===== src/rtl/frpdc_map.vh =====
// Constants for the flash reset and power-down host controller.
// Assumes a 50 MHz clock; timing figures are in nanoseconds.
`ifndef FRPDC_MAP_VH
`define FRPDC_MAP_VH

// ----------------------------------------------------------------
// Timing
// ----------------------------------------------------------------
`define FRPDC_CLK_PERIOD_NS     20
`define FRPDC_EXIT_ACCESS_NS    300
`define FRPDC_LOW_HOLD_NS       100
`define FRPDC_WR_PULSE_NS       60

// ----------------------------------------------------------------
// Command codes
// ----------------------------------------------------------------
`define FRPDC_CMD_READ_ARRAY    8'hFF
`define FRPDC_CMD_READ_STATUS   8'h70
`define FRPDC_CMD_CLEAR_STATUS  8'h50

// ----------------------------------------------------------------
// Status fields
// ----------------------------------------------------------------
`define FRPDC_SR_READY_BIT      7

// ----------------------------------------------------------------
// Controller states
// ----------------------------------------------------------------
`define FRPDC_ST_RESET          3'h0
`define FRPDC_ST_EXIT           3'h1
`define FRPDC_ST_IDLE           3'h2
`define FRPDC_ST_WRITE          3'h3
`define FRPDC_ST_GAP            3'h4
`define FRPDC_ST_READ           3'h5
`define FRPDC_ST_PDOWN          3'h6

`endif


===== src/rtl/frpdc_host.v =====
// Host controller driving a boot-block flash through its reset,
// chip enable, write enable, output enable and data pins.
// Assumes the flash is asynchronous; data from it is synchronised.
//
// Overview of operation
// - After reset release the host waits the reset exit access time before reading.
// - The host begins a fresh chip-enable cycle before trusting read data.
// - The host writes only with both chip enable and write enable low.
// - While a program or erase is pending the host holds reads in array mode; it never writes read-array itself.
// - The flash reset pin follows the system reset of the processor.
`timescale 1ns/1ps
`include "frpdc_map.vh"
module frpdc_host #(
	parameter DW = 8
)(
	input  wire          clk_i,
	input  wire          rst_b_i,
	input  wire          pdown_req_i,
	input  wire          wr_req_i,
	input  wire          pair_i,
	input  wire [DW-1:0] cmd1_i,
	input  wire [DW-1:0] cmd2_i,
	input  wire          rd_req_i,
	input  wire          busy_op_i,
	input  wire [DW-1:0] dq_in_i,
	output reg           reset_powerdown_n_o,
	output reg           ce_n_o,
	output reg           we_n_o,
	output reg           oe_n_o,
	output reg  [DW-1:0] dq_out_o,
	output reg           dq_oe_o,
	output reg           ready_o,
	output reg           rd_valid_o,
	output reg  [DW-1:0] rd_data_o,
	output reg           array_mode_o,
	output reg           data_lost_o,
	output reg           op_done_o
);

localparam [31:0] EXIT_FULL = (`FRPDC_EXIT_ACCESS_NS
	+ `FRPDC_CLK_PERIOD_NS - 1) / `FRPDC_CLK_PERIOD_NS;
localparam [31:0] HOLD_FULL = (`FRPDC_LOW_HOLD_NS
	+ `FRPDC_CLK_PERIOD_NS - 1) / `FRPDC_CLK_PERIOD_NS;
localparam [31:0] WR_FULL   = (`FRPDC_WR_PULSE_NS
	+ `FRPDC_CLK_PERIOD_NS - 1) / `FRPDC_CLK_PERIOD_NS;
localparam [15:0] EXIT_CYC  = EXIT_FULL[15:0];
localparam [15:0] HOLD_CYC  = HOLD_FULL[15:0];
localparam [15:0] WR_CYC    = WR_FULL[15:0];

reg  [2:0]    state;
reg           second;
reg           op_pending;
reg  [DW-1:0] dq_s1;
reg  [DW-1:0] dq_s2;
reg           tload;
reg  [15:0]   tcount;
wire          tdone;

// ----------------------------------------------------------------
// Wait timer
// ----------------------------------------------------------------
frpdc_timer #(
	.WIDTH   (16)
) u_timer (
	.clk_i   (clk_i),
	.rst_b_i (rst_b_i),
	.load_i  (tload),
	.count_i (tcount),
	.done_o  (tdone)
);

// ----------------------------------------------------------------
// Data synchroniser
// ----------------------------------------------------------------
always @(posedge clk_i or negedge rst_b_i)
begin
	if (!rst_b_i)
	begin
		dq_s1 <= {DW{1'b0}};
		dq_s2 <= {DW{1'b0}};
	end
	else
	begin
		dq_s1 <= dq_in_i;
		dq_s2 <= dq_s1;
	end
end

// ----------------------------------------------------------------
// Sequencer
// ----------------------------------------------------------------
always @(posedge clk_i or negedge rst_b_i)
begin
	if (!rst_b_i)
	begin
		state               <= `FRPDC_ST_RESET;
		reset_powerdown_n_o <= 1'b0;
		ce_n_o              <= 1'b1;
		we_n_o              <= 1'b1;
		oe_n_o              <= 1'b1;
		dq_out_o            <= {DW{1'b0}};
		dq_oe_o             <= 1'b0;
		ready_o             <= 1'b0;
		rd_valid_o          <= 1'b0;
		rd_data_o           <= {DW{1'b0}};
		array_mode_o        <= 1'b1;
		data_lost_o         <= 1'b0;
		op_done_o           <= 1'b0;
		second              <= 1'b0;
		op_pending          <= 1'b0;
		tload               <= 1'b1;
		tcount              <= HOLD_CYC;
	end
	else
	begin
		tload      <= 1'b0;
		rd_valid_o <= 1'b0;
		op_done_o  <= 1'b0;
		case (state)
		`FRPDC_ST_RESET:
		begin
			if (tdone && !tload && !pdown_req_i)
			begin
				reset_powerdown_n_o <= 1'b1;
				tload               <= 1'b1;
				tcount              <= EXIT_CYC;
				state               <= `FRPDC_ST_EXIT;
			end
		end
		`FRPDC_ST_EXIT:
		begin
			if (tdone && !tload)
			begin
				array_mode_o <= 1'b1;
				ready_o      <= 1'b1;
				state        <= `FRPDC_ST_IDLE;
			end
		end
		`FRPDC_ST_IDLE:
		begin
			if (op_pending && !busy_op_i)
			begin
				op_pending <= 1'b0;
				op_done_o  <= 1'b1;
			end
			if (pdown_req_i)
			begin
				if (op_pending && busy_op_i)
					data_lost_o <= 1'b1;
				op_pending          <= 1'b0;
				reset_powerdown_n_o <= 1'b0;
				ready_o             <= 1'b0;
				tload               <= 1'b1;
				tcount              <= HOLD_CYC;
				state               <= `FRPDC_ST_PDOWN;
			end
			else if (wr_req_i)
			begin
				ready_o  <= 1'b0;
				second   <= 1'b0;
				dq_out_o <= cmd1_i;
				dq_oe_o  <= 1'b1;
				ce_n_o   <= 1'b0;
				we_n_o   <= 1'b0;
				tload    <= 1'b1;
				tcount   <= WR_CYC;
				state    <= `FRPDC_ST_WRITE;
				array_mode_o <= (cmd1_i == `FRPDC_CMD_READ_ARRAY)
					&& !pair_i;
				if (pair_i)
					op_pending <= 1'b1;
			end
			else if (rd_req_i && !(op_pending && array_mode_o))
			begin
				ready_o <= 1'b0;
				ce_n_o  <= 1'b0;
				oe_n_o  <= 1'b0;
				tload   <= 1'b1;
				tcount  <= EXIT_CYC;
				state   <= `FRPDC_ST_READ;
			end
		end
		`FRPDC_ST_WRITE:
		begin
			if (tdone && !tload)
			begin
				we_n_o <= 1'b1;
				ce_n_o <= 1'b1;
				state  <= `FRPDC_ST_GAP;
			end
		end
		`FRPDC_ST_GAP:
		begin
			dq_oe_o <= 1'b0;
			if (pair_i && !second)
			begin
				second   <= 1'b1;
				dq_out_o <= cmd2_i;
				dq_oe_o  <= 1'b1;
				ce_n_o   <= 1'b0;
				we_n_o   <= 1'b0;
				tload    <= 1'b1;
				tcount   <= WR_CYC;
				state    <= `FRPDC_ST_WRITE;
			end
			else
			begin
				ready_o <= 1'b1;
				state   <= `FRPDC_ST_IDLE;
			end
		end
		`FRPDC_ST_READ:
		begin
			if (tdone && !tload)
			begin
				rd_data_o  <= dq_s2;
				rd_valid_o <= 1'b1;
				ce_n_o     <= 1'b1;
				oe_n_o     <= 1'b1;
				ready_o    <= 1'b1;
				state      <= `FRPDC_ST_IDLE;
			end
		end
		`FRPDC_ST_PDOWN:
		begin
			array_mode_o <= 1'b1;
			if (tdone && !tload && !pdown_req_i)
			begin
				reset_powerdown_n_o <= 1'b1;
				tload               <= 1'b1;
				tcount              <= EXIT_CYC;
				state               <= `FRPDC_ST_EXIT;
			end
		end
		default:
		begin
			state <= `FRPDC_ST_RESET;
		end
		endcase
	end
end

endmodule // frpdc_host


===== src/rtl/frpdc_timer.v =====
// Down counter used for all waits of the host controller.
// Assumes load and start come from logic on the same clock.
`timescale 1ns/1ps
module frpdc_timer #(
	parameter WIDTH = 16
)(
	input  wire             clk_i,
	input  wire             rst_b_i,
	input  wire             load_i,
	input  wire [WIDTH-1:0] count_i,
	output reg              done_o
);

reg [WIDTH-1:0] count;

// ----------------------------------------------------------------
// Counter
// ----------------------------------------------------------------
always @(posedge clk_i or negedge rst_b_i)
begin
	if (!rst_b_i)
	begin
		count  <= {WIDTH{1'b0}};
		done_o <= 1'b0;
	end
	else if (load_i)
	begin
		count  <= count_i;
		done_o <= 1'b0;
	end
	else if (count != {WIDTH{1'b0}})
	begin
		count  <= count - {{(WIDTH-1){1'b0}}, 1'b1};
		done_o <= (count == {{(WIDTH-1){1'b0}}, 1'b1});
	end
	else
	begin
		done_o <= 1'b1;
	end
end

endmodule // frpdc_timer


===== config.mk =====
export PLATFORM = sky130hd
export DESIGN_NAME = frpdc_host
export DESIGN_NICKNAME = d
export VERILOG_FILES = /design/src/rtl/frpdc_host.v /design/src/rtl/frpdc_timer.v
export VERILOG_INCLUDE_DIRS = /design/src /design/src/rtl
export SDC_FILE = /design/constraint.sdc
export NUM_CORES = 1
export LEC_CHECK = 0
export BUFFER_PORTS_ARGS = -buffer_cell sky130_fd_sc_hd__buf_2
export CORE_UTILIZATION = 59
export DETAILED_ROUTE_END_ITERATION = 10
export PLACE_DENSITY = 0.84
export SLEW_MARGIN = 20
export SYNTH_ARGS = -nofsm -noshare
export SYNTH_HDL_FRONTEND = slang
export SYNTH_SLANG_ARGS = --single-unit

===== constraint.sdc =====
create_clock -name clk_i -period 3.5 [get_ports clk_i]
set_clock_uncertainty 0.1 [all_clocks]
set_input_delay 0.525 -clock clk_i [delete_from_list [all_inputs] [get_ports clk_i]]
set_output_delay 0.525 -clock clk_i [all_outputs]
set_load 0.01 [all_outputs]

### After elaboration in Yosys (flattened, before gate mapping)

Cells that the tools add are included.

* $add $sub $neg: 1
* reduce and logical (&&, ||, !) cells: 40
* equal/unequal tests: 23
* muxes and demuxes: 62

Operator list (count)
* two-way mux 16 bit: 7
* one-hot mux 16 bit (3 select lines): 1
* two-way mux 1 bit: 34
* two-way mux 8 bit: 3
* != test 2 bit, second input constant: 10
* AND reduction 4 bit: 5
* two-way mux 3 bit: 6
* == test 16 x 1 -> 1 bit, second input constant: 1
* one-hot mux 8 bit (2 select lines): 1
* nonzero test 16 bit: 1
* subtractor 16 x 1 -> 16 bit, second input constant: 1
* one-hot mux 1 bit (3 select lines): 5
* one-hot mux 3 bit (5 select lines): 1
* AND reduction 5 bit: 3
* nonzero test 3 bit: 5
* == test 3 bit, second input constant: 3
* AND reduction 3 bit: 3
* == test 8 bit, second input constant: 1
* logical AND 1 bit: 8
* one-hot mux 1 bit (2 select lines): 4
* nonzero test 2 bit: 4
* == test 3 x 2 -> 1 bit, second input constant: 2
* zero test 1 bit: 6
* != test 2 x 1 -> 1 bit, second input constant: 3
* 6 further kinds: 8

* output and inout port bits: 26
* input bits: 31
* register bits: 81

### Depth between registers and ports, before layout

Gate-level depths: netlist (run 1).

* word-level depth: 7
* mapped depth: 7
* gate-level depth less buffers: 6

### Cells and area by module

Synthesis (run 1) repeated with hierarchy kept, for this count alone.

* cell total of the unflattened synthesis: 280
* area total of the unflattened synthesis: 3340.7 um^2

Modules (own cells, without submodules)
* frpdc_host: area an instance 2159.6 um^2, times used 1, cells an instance 165
* frpdc_timer: area an instance 1181.1 um^2, times used 1, cells an instance 115

### Worst setup path after synthesis (run 1)

No wires, ideal clock.

* kind: reg-to-reg
* start: reg state[0]
* end: reg dq_out_o[0]
* path slack: 1387 ps
* stages on the path, launching flop included: 7
* library setup time: 125 ps
* arrival time: 1888 ps
* clock period less this slack: 2113 ps
* cell sequence: dfrtp_1 -> clkbuf_1 -> nor3b_1 -> nand2_1 -> a22oi_1 -> buf_2 -> mux2_2

* longest elaborated chain between the ends: 3
* elaborated cells on any way between the ends: 8
* classes of those cells: 5 x eq/ne; 1 x mux; 2 x reduce/logical

Ends and longest elaborated chain
* from (decl): line frpdc_host.v:50 `reg [2:0] state;`
* from (signal assigned): line frpdc_host.v:96 `` state <= `FRPDC_ST_RESET; ``
* from (signal assigned): line frpdc_host.v:127 `` state <= `FRPDC_ST_EXIT; ``
* from (signal assigned): line frpdc_host.v:136 `` state <= `FRPDC_ST_IDLE; ``
* == test 3 x 2 -> 1 bit / == test 3 bit (equally long branches): line frpdc_host.v:119 `case (state)`
* != test 2 bit (no line) / nonzero test 2 bit (equally long branches)
* AND reduction 4 bit (no line)
* to (signal assigned): line frpdc_host.v:101 `dq_out_o <= {DW{1'b0}};`
* to (signal assigned): line frpdc_host.v:161 `dq_out_o <= cmd1_i;`
* to (signal assigned): line frpdc_host.v:198 `dq_out_o <= cmd2_i;`
* to (decl): line frpdc_host.v:30 `output reg [DW-1:0] dq_out_o,`

Parallel ways exist; a longest one is shown, timed or not.
A chain may end at the register's enable or synchronous reset.

### Worst setup path in the final report (run 1)

* start: reg u_timer.count[0]
* end: reg u_timer.count[1]

* longest elaborated chain between the ends: 3
* elaborated cells on any way between the ends: 5
* classes of those cells: 1 x add/sub; 2 x mux; 2 x reduce/logical

Ends and longest elaborated chain
* from (decl): line frpdc_timer.v:14 `reg [WIDTH-1:0] count;`
* from (signal assigned): line frpdc_timer.v:23 `count <= {WIDTH{1'b0}};`
* from (signal assigned): line frpdc_timer.v:28 `count <= count_i;`
* from (signal assigned): line frpdc_timer.v:33 `count <= count - {{(WIDTH-1){1'b0}}, 1'b1};`
* subtractor 16 x 1 -> 16 bit: line frpdc_timer.v:33
* two-way mux 16 bit: line frpdc_timer.v:31 `else if (count != {WIDTH{1'b0}})`
* two-way mux 16 bit: line frpdc_timer.v:26 `else if (load_i)`

Parallel ways exist; a longest one is shown, timed or not. The select of a mux whose other input is x is not followed.

==> impl_metrics.yaml, run 1 <==
yosys:
  syn-num-nets: 288
  synth_top_area_share_pct: 51.9
  muxShareOfSynthArea_pct: 11.2
  synth.distinct_cells: 51
  yosys_most_used_dff: "dfrtp_1"
  synth_top_family_by_area: "simple AND/OR/NAND/NOR gates"
  avgSynthCellArea_um2: 11.7
  yosys_warnings: 0
  synthAdderAreaFrac_pct: 0.838
  synthXorXnorAreaFrac_pct: 1.76
  yosys.area.top_type: "dfrtp_1"
  synthArstFlopShare_pct: 100
  ys_ff_latch: 68
  syn-cell-area_um2: 2990
  synth_enable_flop_cells: 0
  syn_inst: 255
  synth-simple-area-share_pct: 14.6
  synth-seq-area-share_pct: 57.2
  synth_compound_area_share_pct: 11.6
  synthTopCellsByArea: "dfrtp_1 52%, mux2_2 11%, dfstp_2 5.3%"
global_routing:
  grt_usage_pct: 25.2
  grt_pass1_wl_um: 10000
  grt_pass1_vias: 2229
  grt_antenna_before_repair: 0
  grt_overflow: 0
  grt_max_degree: 36
setup_path:
  path_class: "flop to flop"
  regToRegSetupSlack_ns: 1.18
  path_cells: "inv_1, ha_1, nor4b_2, and4_1, mux2i_1, mux2_2"
  cp_max_fo: 8
  startpoint_type: "flop"
  r2r-start: "u_timer.count[0]"
  critPathCapture: "u_timer.count[1]"
  cp_slowest_stage_delay_ns: 0.52
  slowest_stage: "nor4b_2"
  arrival_ns: 2.46
  reg2reg_depth: 6
  startpoint: "u_timer.count[0]"
  setup.worst_path.end_class: "flop"
  critical_path_required_ns: 3.64
  r2r_end: "u_timer.count[1]"
sta:
  fmax_ghz: 0.430
  relSlewSlack_pct: 47.2
  tns_ns: 0
  tightest_slew_ns: 0.788
  rsz0062_at_grt: "no"
  drv_slew: 0
  min_period_ns: 2.32
  fin_crit_sh_pct: 66.4
  setup_violations: 0
  hold_violations: 0
clock_tree:
  htree_levels: 3
  clockBufferDepth: 2
  cts_buffers: 9
  insertion_delay_ns: 0.35
  cts_root_buf: "clkbuf_8"
  clk_pin_slew_ns: 0.08
  cts_tree: "yes"
  numClockSinks: 68
  post_cts_resized: 0
  cts_setup_buffers: 0
  postCtsHoldBufs: 0
power:
  combPwrFrac_pct: 35.7
  power_frac_clock_pct: 23.2
  switching_share_pct: 36.3
  ir_drop_mv: 0.474
  p_per_area_nw_per_um2: 905
  switchingPower_mw: 1.17
  p_seq_share_pct: 41.1
  p_leak_nw: 1.66
  cellInternalPower_mw: 2.05
job:
  maxCapViolCount: 0
min_path:
  hold_path_class: "input pin to async pin"
floorplan:
  core.rowCount: 25
  boundaryPins: 57
  design.core.area_um2: 4790
  initial_utilization_pct: 62.4
  die_h_um: 73.2
  dieArea_um2: 5350
  die_width_um: 73.2
final_layout:
  drive_above_1_share_pct: 37.0
  fillerInstances: 330
  antenna_cells: 0
  nets: 347
  fin_area_um2: 3560
  syn_to_final_growth_pct: 19.2
routing:
  drt-wirelength-per-cell_um: 15.1
  vias: 2207
  ant_nets: 0
  drt_iter0_drc: 237
  first_pass_iters: 4
  via_per_inst: 5.72
  drc: 0
  routed_wl_um: 5820
placed_design:
  dpl-instance-area_um2: 3330
  port_buffers: 56
  post-dp-hpwl_um: 3970
  gp_congestion: 0.788
status:
  outcome: "finished clean"
Yosys cell counts, types with 3 or more instances:
cell type / instances
a21oi_1: 11
clkbuf_1: 9
dfrtp_1: 62
dfstp_2: 6
inv_1: 7
mux2_2: 28
nand2_1: 16
nand2b_1: 6
nand3_1: 3
nand4_1: 5
nor2_1: 14
nor2b_1: 6
nor3_1: 6
nor3b_1: 3
nor4_1: 3
o21ai_0: 12
o31ai_1: 7
or4_1: 6
xnor2_1: 3
xor2_1: 3
placed cells by master (no fill, tap or decap), types with 7 or more instances in the layout:
master	count
a21oi_1	11
buf_2	56
clkbuf_8	9
dfrtp_1	62
inv_1	7
mux2_2	28
nand2_1	16
nor2_1	14
o21ai_0	12
o31ai_1	7
critical path: cells and delay by family, from the launching register on:
kind / cells / cell delay [ns]
muxes: 2 / 0.38
adders and majority gates: 1 / 0.24
DFF: 1 / 0.41
buffers and inverters: 1 / 0.10
and+or+nand+nor: 2 / 0.97
kinds of logic (layout without fill, tap and decap cells):
logic type / after synthesis / count (layout)
flops: 68 / 68
buf+inv: 20 / 84
simple gates: 78 / 78
xor+xnor: 6 / 6
mux: 30 / 30
fa+ha+maj: 2 / 2
compound gates: 51 / 51
power groups by stage:
stage	sequential, mW	clock, mW	combinational [mW]
after floorplan	1.29	0	0.834
after global placement	1.32	0	1.10
after detailed placement	1.33	0	1.14
after CTS	1.32	0.759	1.15
after global routing	1.37	0.780	1.28
final	1.33	0.749	1.15
per-stage QoR:
stage,worst slack [ns],util [%],hold slack [ns],std cells,power (mW)
6_report,1.18,74.4,0.140,386,3.22
5_1_grt,1.04,74.4,0.170,386,3.43
3_5_place_dp,1.24,69.6,0.236,370,2.47
2_1_floorplan,1.39,-,0.129,255,2.13
4_1_cts,1.20,74.4,0.165,386,3.24
3_3_place_gp,1.32,69.6,0.231,370,2.42
layout make-up:
type                       instances  area, µm²  share of cell area (%)
inverter                           7       26.3                   0.738
multi-input combinational        167       1190                    33.5
clock inverter                     7        108                    3.02
sequential                        68       1710                    48.0
timing repair buffer              61        318                    8.92
clock buffer                       9        124                    3.48
tap                               67       83.8                    2.35
registers in the layout, indices dropped and copies added, names as in the netlist, 3 cells and up:
register / cells
dq_s2: 8
dq_s1: 8
rd_data_o: 8
tcount: 3
dq_out_o: 8
state: 3
u_timer.count: 16
worst min path at each step:
stage / to / slack (ns)
floorplan: data_lost_o / 0.13
global placement: dq_s2[6] / 0.23
detailed placement: dq_s2[5] / 0.24
CTS: dq_s1[7] / 0.16
global route: dq_s1[7] / 0.17
finish: dq_out_o[7] / 0.14
metal layers:
| layer | track usage, % | share of wire [%] | vias up |
|---|---|---|---|
| li1 | - | - | 1047 |
| met1 | 31.9 | 43 | 1100 |
| met2 | 40.8 | 51 | 47 |
| met3 | 5.25 | 4.0 | 13 |
| met4 | 13.3 | 1.9 | 0 |
| met5 | 0 | 0 | - |
(Power assumes the default switching activity.)
==> run 2, diff against run 1 <==
--- a/config.mk
+++ b/config.mk
@@ -7,9 +7,9 @@
 export NUM_CORES = 1
 export LEC_CHECK = 0
 export BUFFER_PORTS_ARGS = -buffer_cell sky130_fd_sc_hd__buf_2
-export CORE_UTILIZATION = 59
+export CORE_UTILIZATION = 55
 export DETAILED_ROUTE_END_ITERATION = 10
-export PLACE_DENSITY = 0.84
+export PLACE_DENSITY = 0.79
 export SLEW_MARGIN = 20
 export SYNTH_ARGS = -nofsm -noshare
 export SYNTH_HDL_FRONTEND = slang
==> constraint.sdc (replaced) <==
create_clock -name clk_i -period 2.3 [get_ports clk_i]
set_clock_uncertainty 0.1 [all_clocks]
set_input_delay 0.345 -clock clk_i [delete_from_list [all_inputs] [get_ports clk_i]]
set_output_delay 0.345 -clock clk_i [all_outputs]
set_load 0.01 [all_outputs]
==> run 2 against run 1 <==
Compared with the run above:
- critical path type unchanged
- worst setup slack got worse by 1.0 ns
- total power increased by 55%
- final cell count increased by 4.9%
- largest power group unchanged
==> impl_metrics.yaml, run 2 (same netlist as run 1, synthesis figures left out) <==
status:
  outcome: "finished clean"
power:
  cellInternalPower_mw: 3.23
  ir_drop_mv: 0.740
  p_seq_share_pct: 39.2
  power_frac_clock_pct: 22.7
  combPwrFrac_pct: 38.1
  p_leak_nw: 1.74
  power_mw: 5.01
  switching_share_pct: 35.5
  switchingPower_mw: 1.78
  p_per_area_nw_per_um2: 1350
final_layout:
  largest-register: "u_timer.count"
  final_common_cell: "dfrtp_1"
  seqCellArea_um2: 1710
  multi_input_area_um2: 1190
  syn_to_final_growth_pct: 24.3
  nets: 363
  fillerInstances: 359
  antenna_cells: 0
  utilization_pct: 71.8
  layout_common_cells: "62 x dfrtp_1, 56 x buf_2, 28 x mux2_2"
  largest_reg_flops: 16
  drive_above_1_share_pct: 38.2
setup_path:
  slowest_stage: "or4_4"
  setup.worst_path.end_class: "flop"
  startpoint_type: "flop"
  arrival_ns: 2.31
  cp_common_cell: "or4_1"
  critical_path_required_ns: 2.47
  path_class: "flop to flop"
  cp_max_fo: 8
  path_cells: "or4_4, or4_1, or4_1, a21oi_1"
  cp_slowest_stage_delay_ns: 0.51
sta:
  hold_violations: 0
  relSlewSlack_pct: 50.2
  fmax_ghz: 0.467
  fin_crit_sh_pct: 93.1
  tns_ns: 0
  tightest_slew_ns: 0.745
  rsz0062_at_grt: "no"
  setup_violations: 0
  min_period_ns: 2.14
  drv_slew: 0
floorplan:
  design.core.area_um2: 5170
  die_width_um: 75.7
  boundaryPins: 57
  dieArea_um2: 5730
  initial_utilization_pct: 57.8
  die_h_um: 75.7
  core.rowCount: 26
placed_design:
  gp_congestion: 0.827
  port_buffers: 56
  post-dp-hpwl_um: 4160
global_routing:
  grt_antenna_before_repair: 0
  grt_pass1_vias: 2147
  grt_overflow: 0
  grt_pass1_wl_um: 9690
  grt_max_degree: 31
  grt_usage_pct: 23.0
routing:
  vias: 2224
  routed_wl_um: 5870
  via_per_inst: 5.49
  ant_nets: 0
  drt-wirelength-per-cell_um: 14.5
  first_pass_iters: 4
  drc: 0
  drt_iter0_drc: 142
clock_tree:
  cts_buffers: 9
  cts_setup_buffers: 0
  numClockSinks: 68
  clk_pin_slew_ns: 0.08
  insertion_delay_ns: 0.34
  cts_root_buf: "clkbuf_8"
  post_cts_resized: 0
  htree_levels: 3
  cts_tree: "yes"
  clockBufferDepth: 2
job:
  maxCapViolCount: 0
min_path:
  hold_path_class: "input pin to flop"
==> run 2: final cells by class <==
class                   instances  share of cell area [%]
repair buffers                 77                    12.5
multi-input cells             167                    32.1
well taps                      70                    2.36
flip-flops and latches         68                    46.0
clock buffers                   9                    3.34
clock inverters                 7                    2.90
inverters                       7                   0.708
==> run 2: power groups by stage <==
stage | combinational (mW) | clock, mW | sequential [mW]
after floorplan | 1.27 | 0 | 1.97
after global placement | 1.84 | 0 | 1.96
after detailed placement | 1.91 | 0 | 1.98
after CTS | 1.92 | 1.15 | 1.96
after global routing | 2.13 | 1.20 | 2.04
final | 1.91 | 1.14 | 1.97
==> run 2: repair_timing <==
item | CTS | global route
hold buffers | 6 | 0
endpoints found under the setup margin | 0 | 0
hold endpoints to repair | 27 | 0
==> run 2: critical path: cells and delay by family, from the launching register on <==
kind | cells | cell delay [ns]
flip-flops | 1 | 0.46
AO/OA/AOI/OAI | 1 | 0.16
AND/OR/NAND/NOR | 3 | 1.35
==> run 2: final timing paths <==
kind                                       start                 to  slack [ns]  cells past startpoint
worst max-delay path            u_timer.count[8]  u_timer.count[15]        0.16                      4
max in group asynchronous                rst_b_i          tcount[2]        0.95                      3
min in group asynchronous                rst_b_i   u_timer.count[2]        0.46                      2
worst min-delay path                  dq_in_i[5]           dq_s1[5]        0.01                      1
worst min register to register          dq_s1[0]           dq_s2[0]        0.26                      0
worst max register to register  u_timer.count[8]  u_timer.count[15]        0.16                      4
==> run 2: layer usage <==
layer	GRT usage (%)	part of all wire, %	wire [µm]	up-vias
met5	0	0	0	-
met4	10.7	1.8	104	0
met3	4.23	3.5	207	10
met2	37.7	50	2910	51
met1	29.7	45	2650	1084
li1	-	-	-	1079
==> run 2: through the flow <==
step           hold slack, ns  instance area [µm²]  setup slack [ns]  std cells
6_report               0.0112                 3710             0.158        405
3_3_place_gp            0.231                 3420             0.244        383
5_1_grt               0.00577                 3710            0.0232        405
3_5_place_dp            0.242                 3420             0.181        383
4_1_cts               0.00516                 3710             0.166        405
2_1_floorplan         -0.0506                 2990             0.187        255
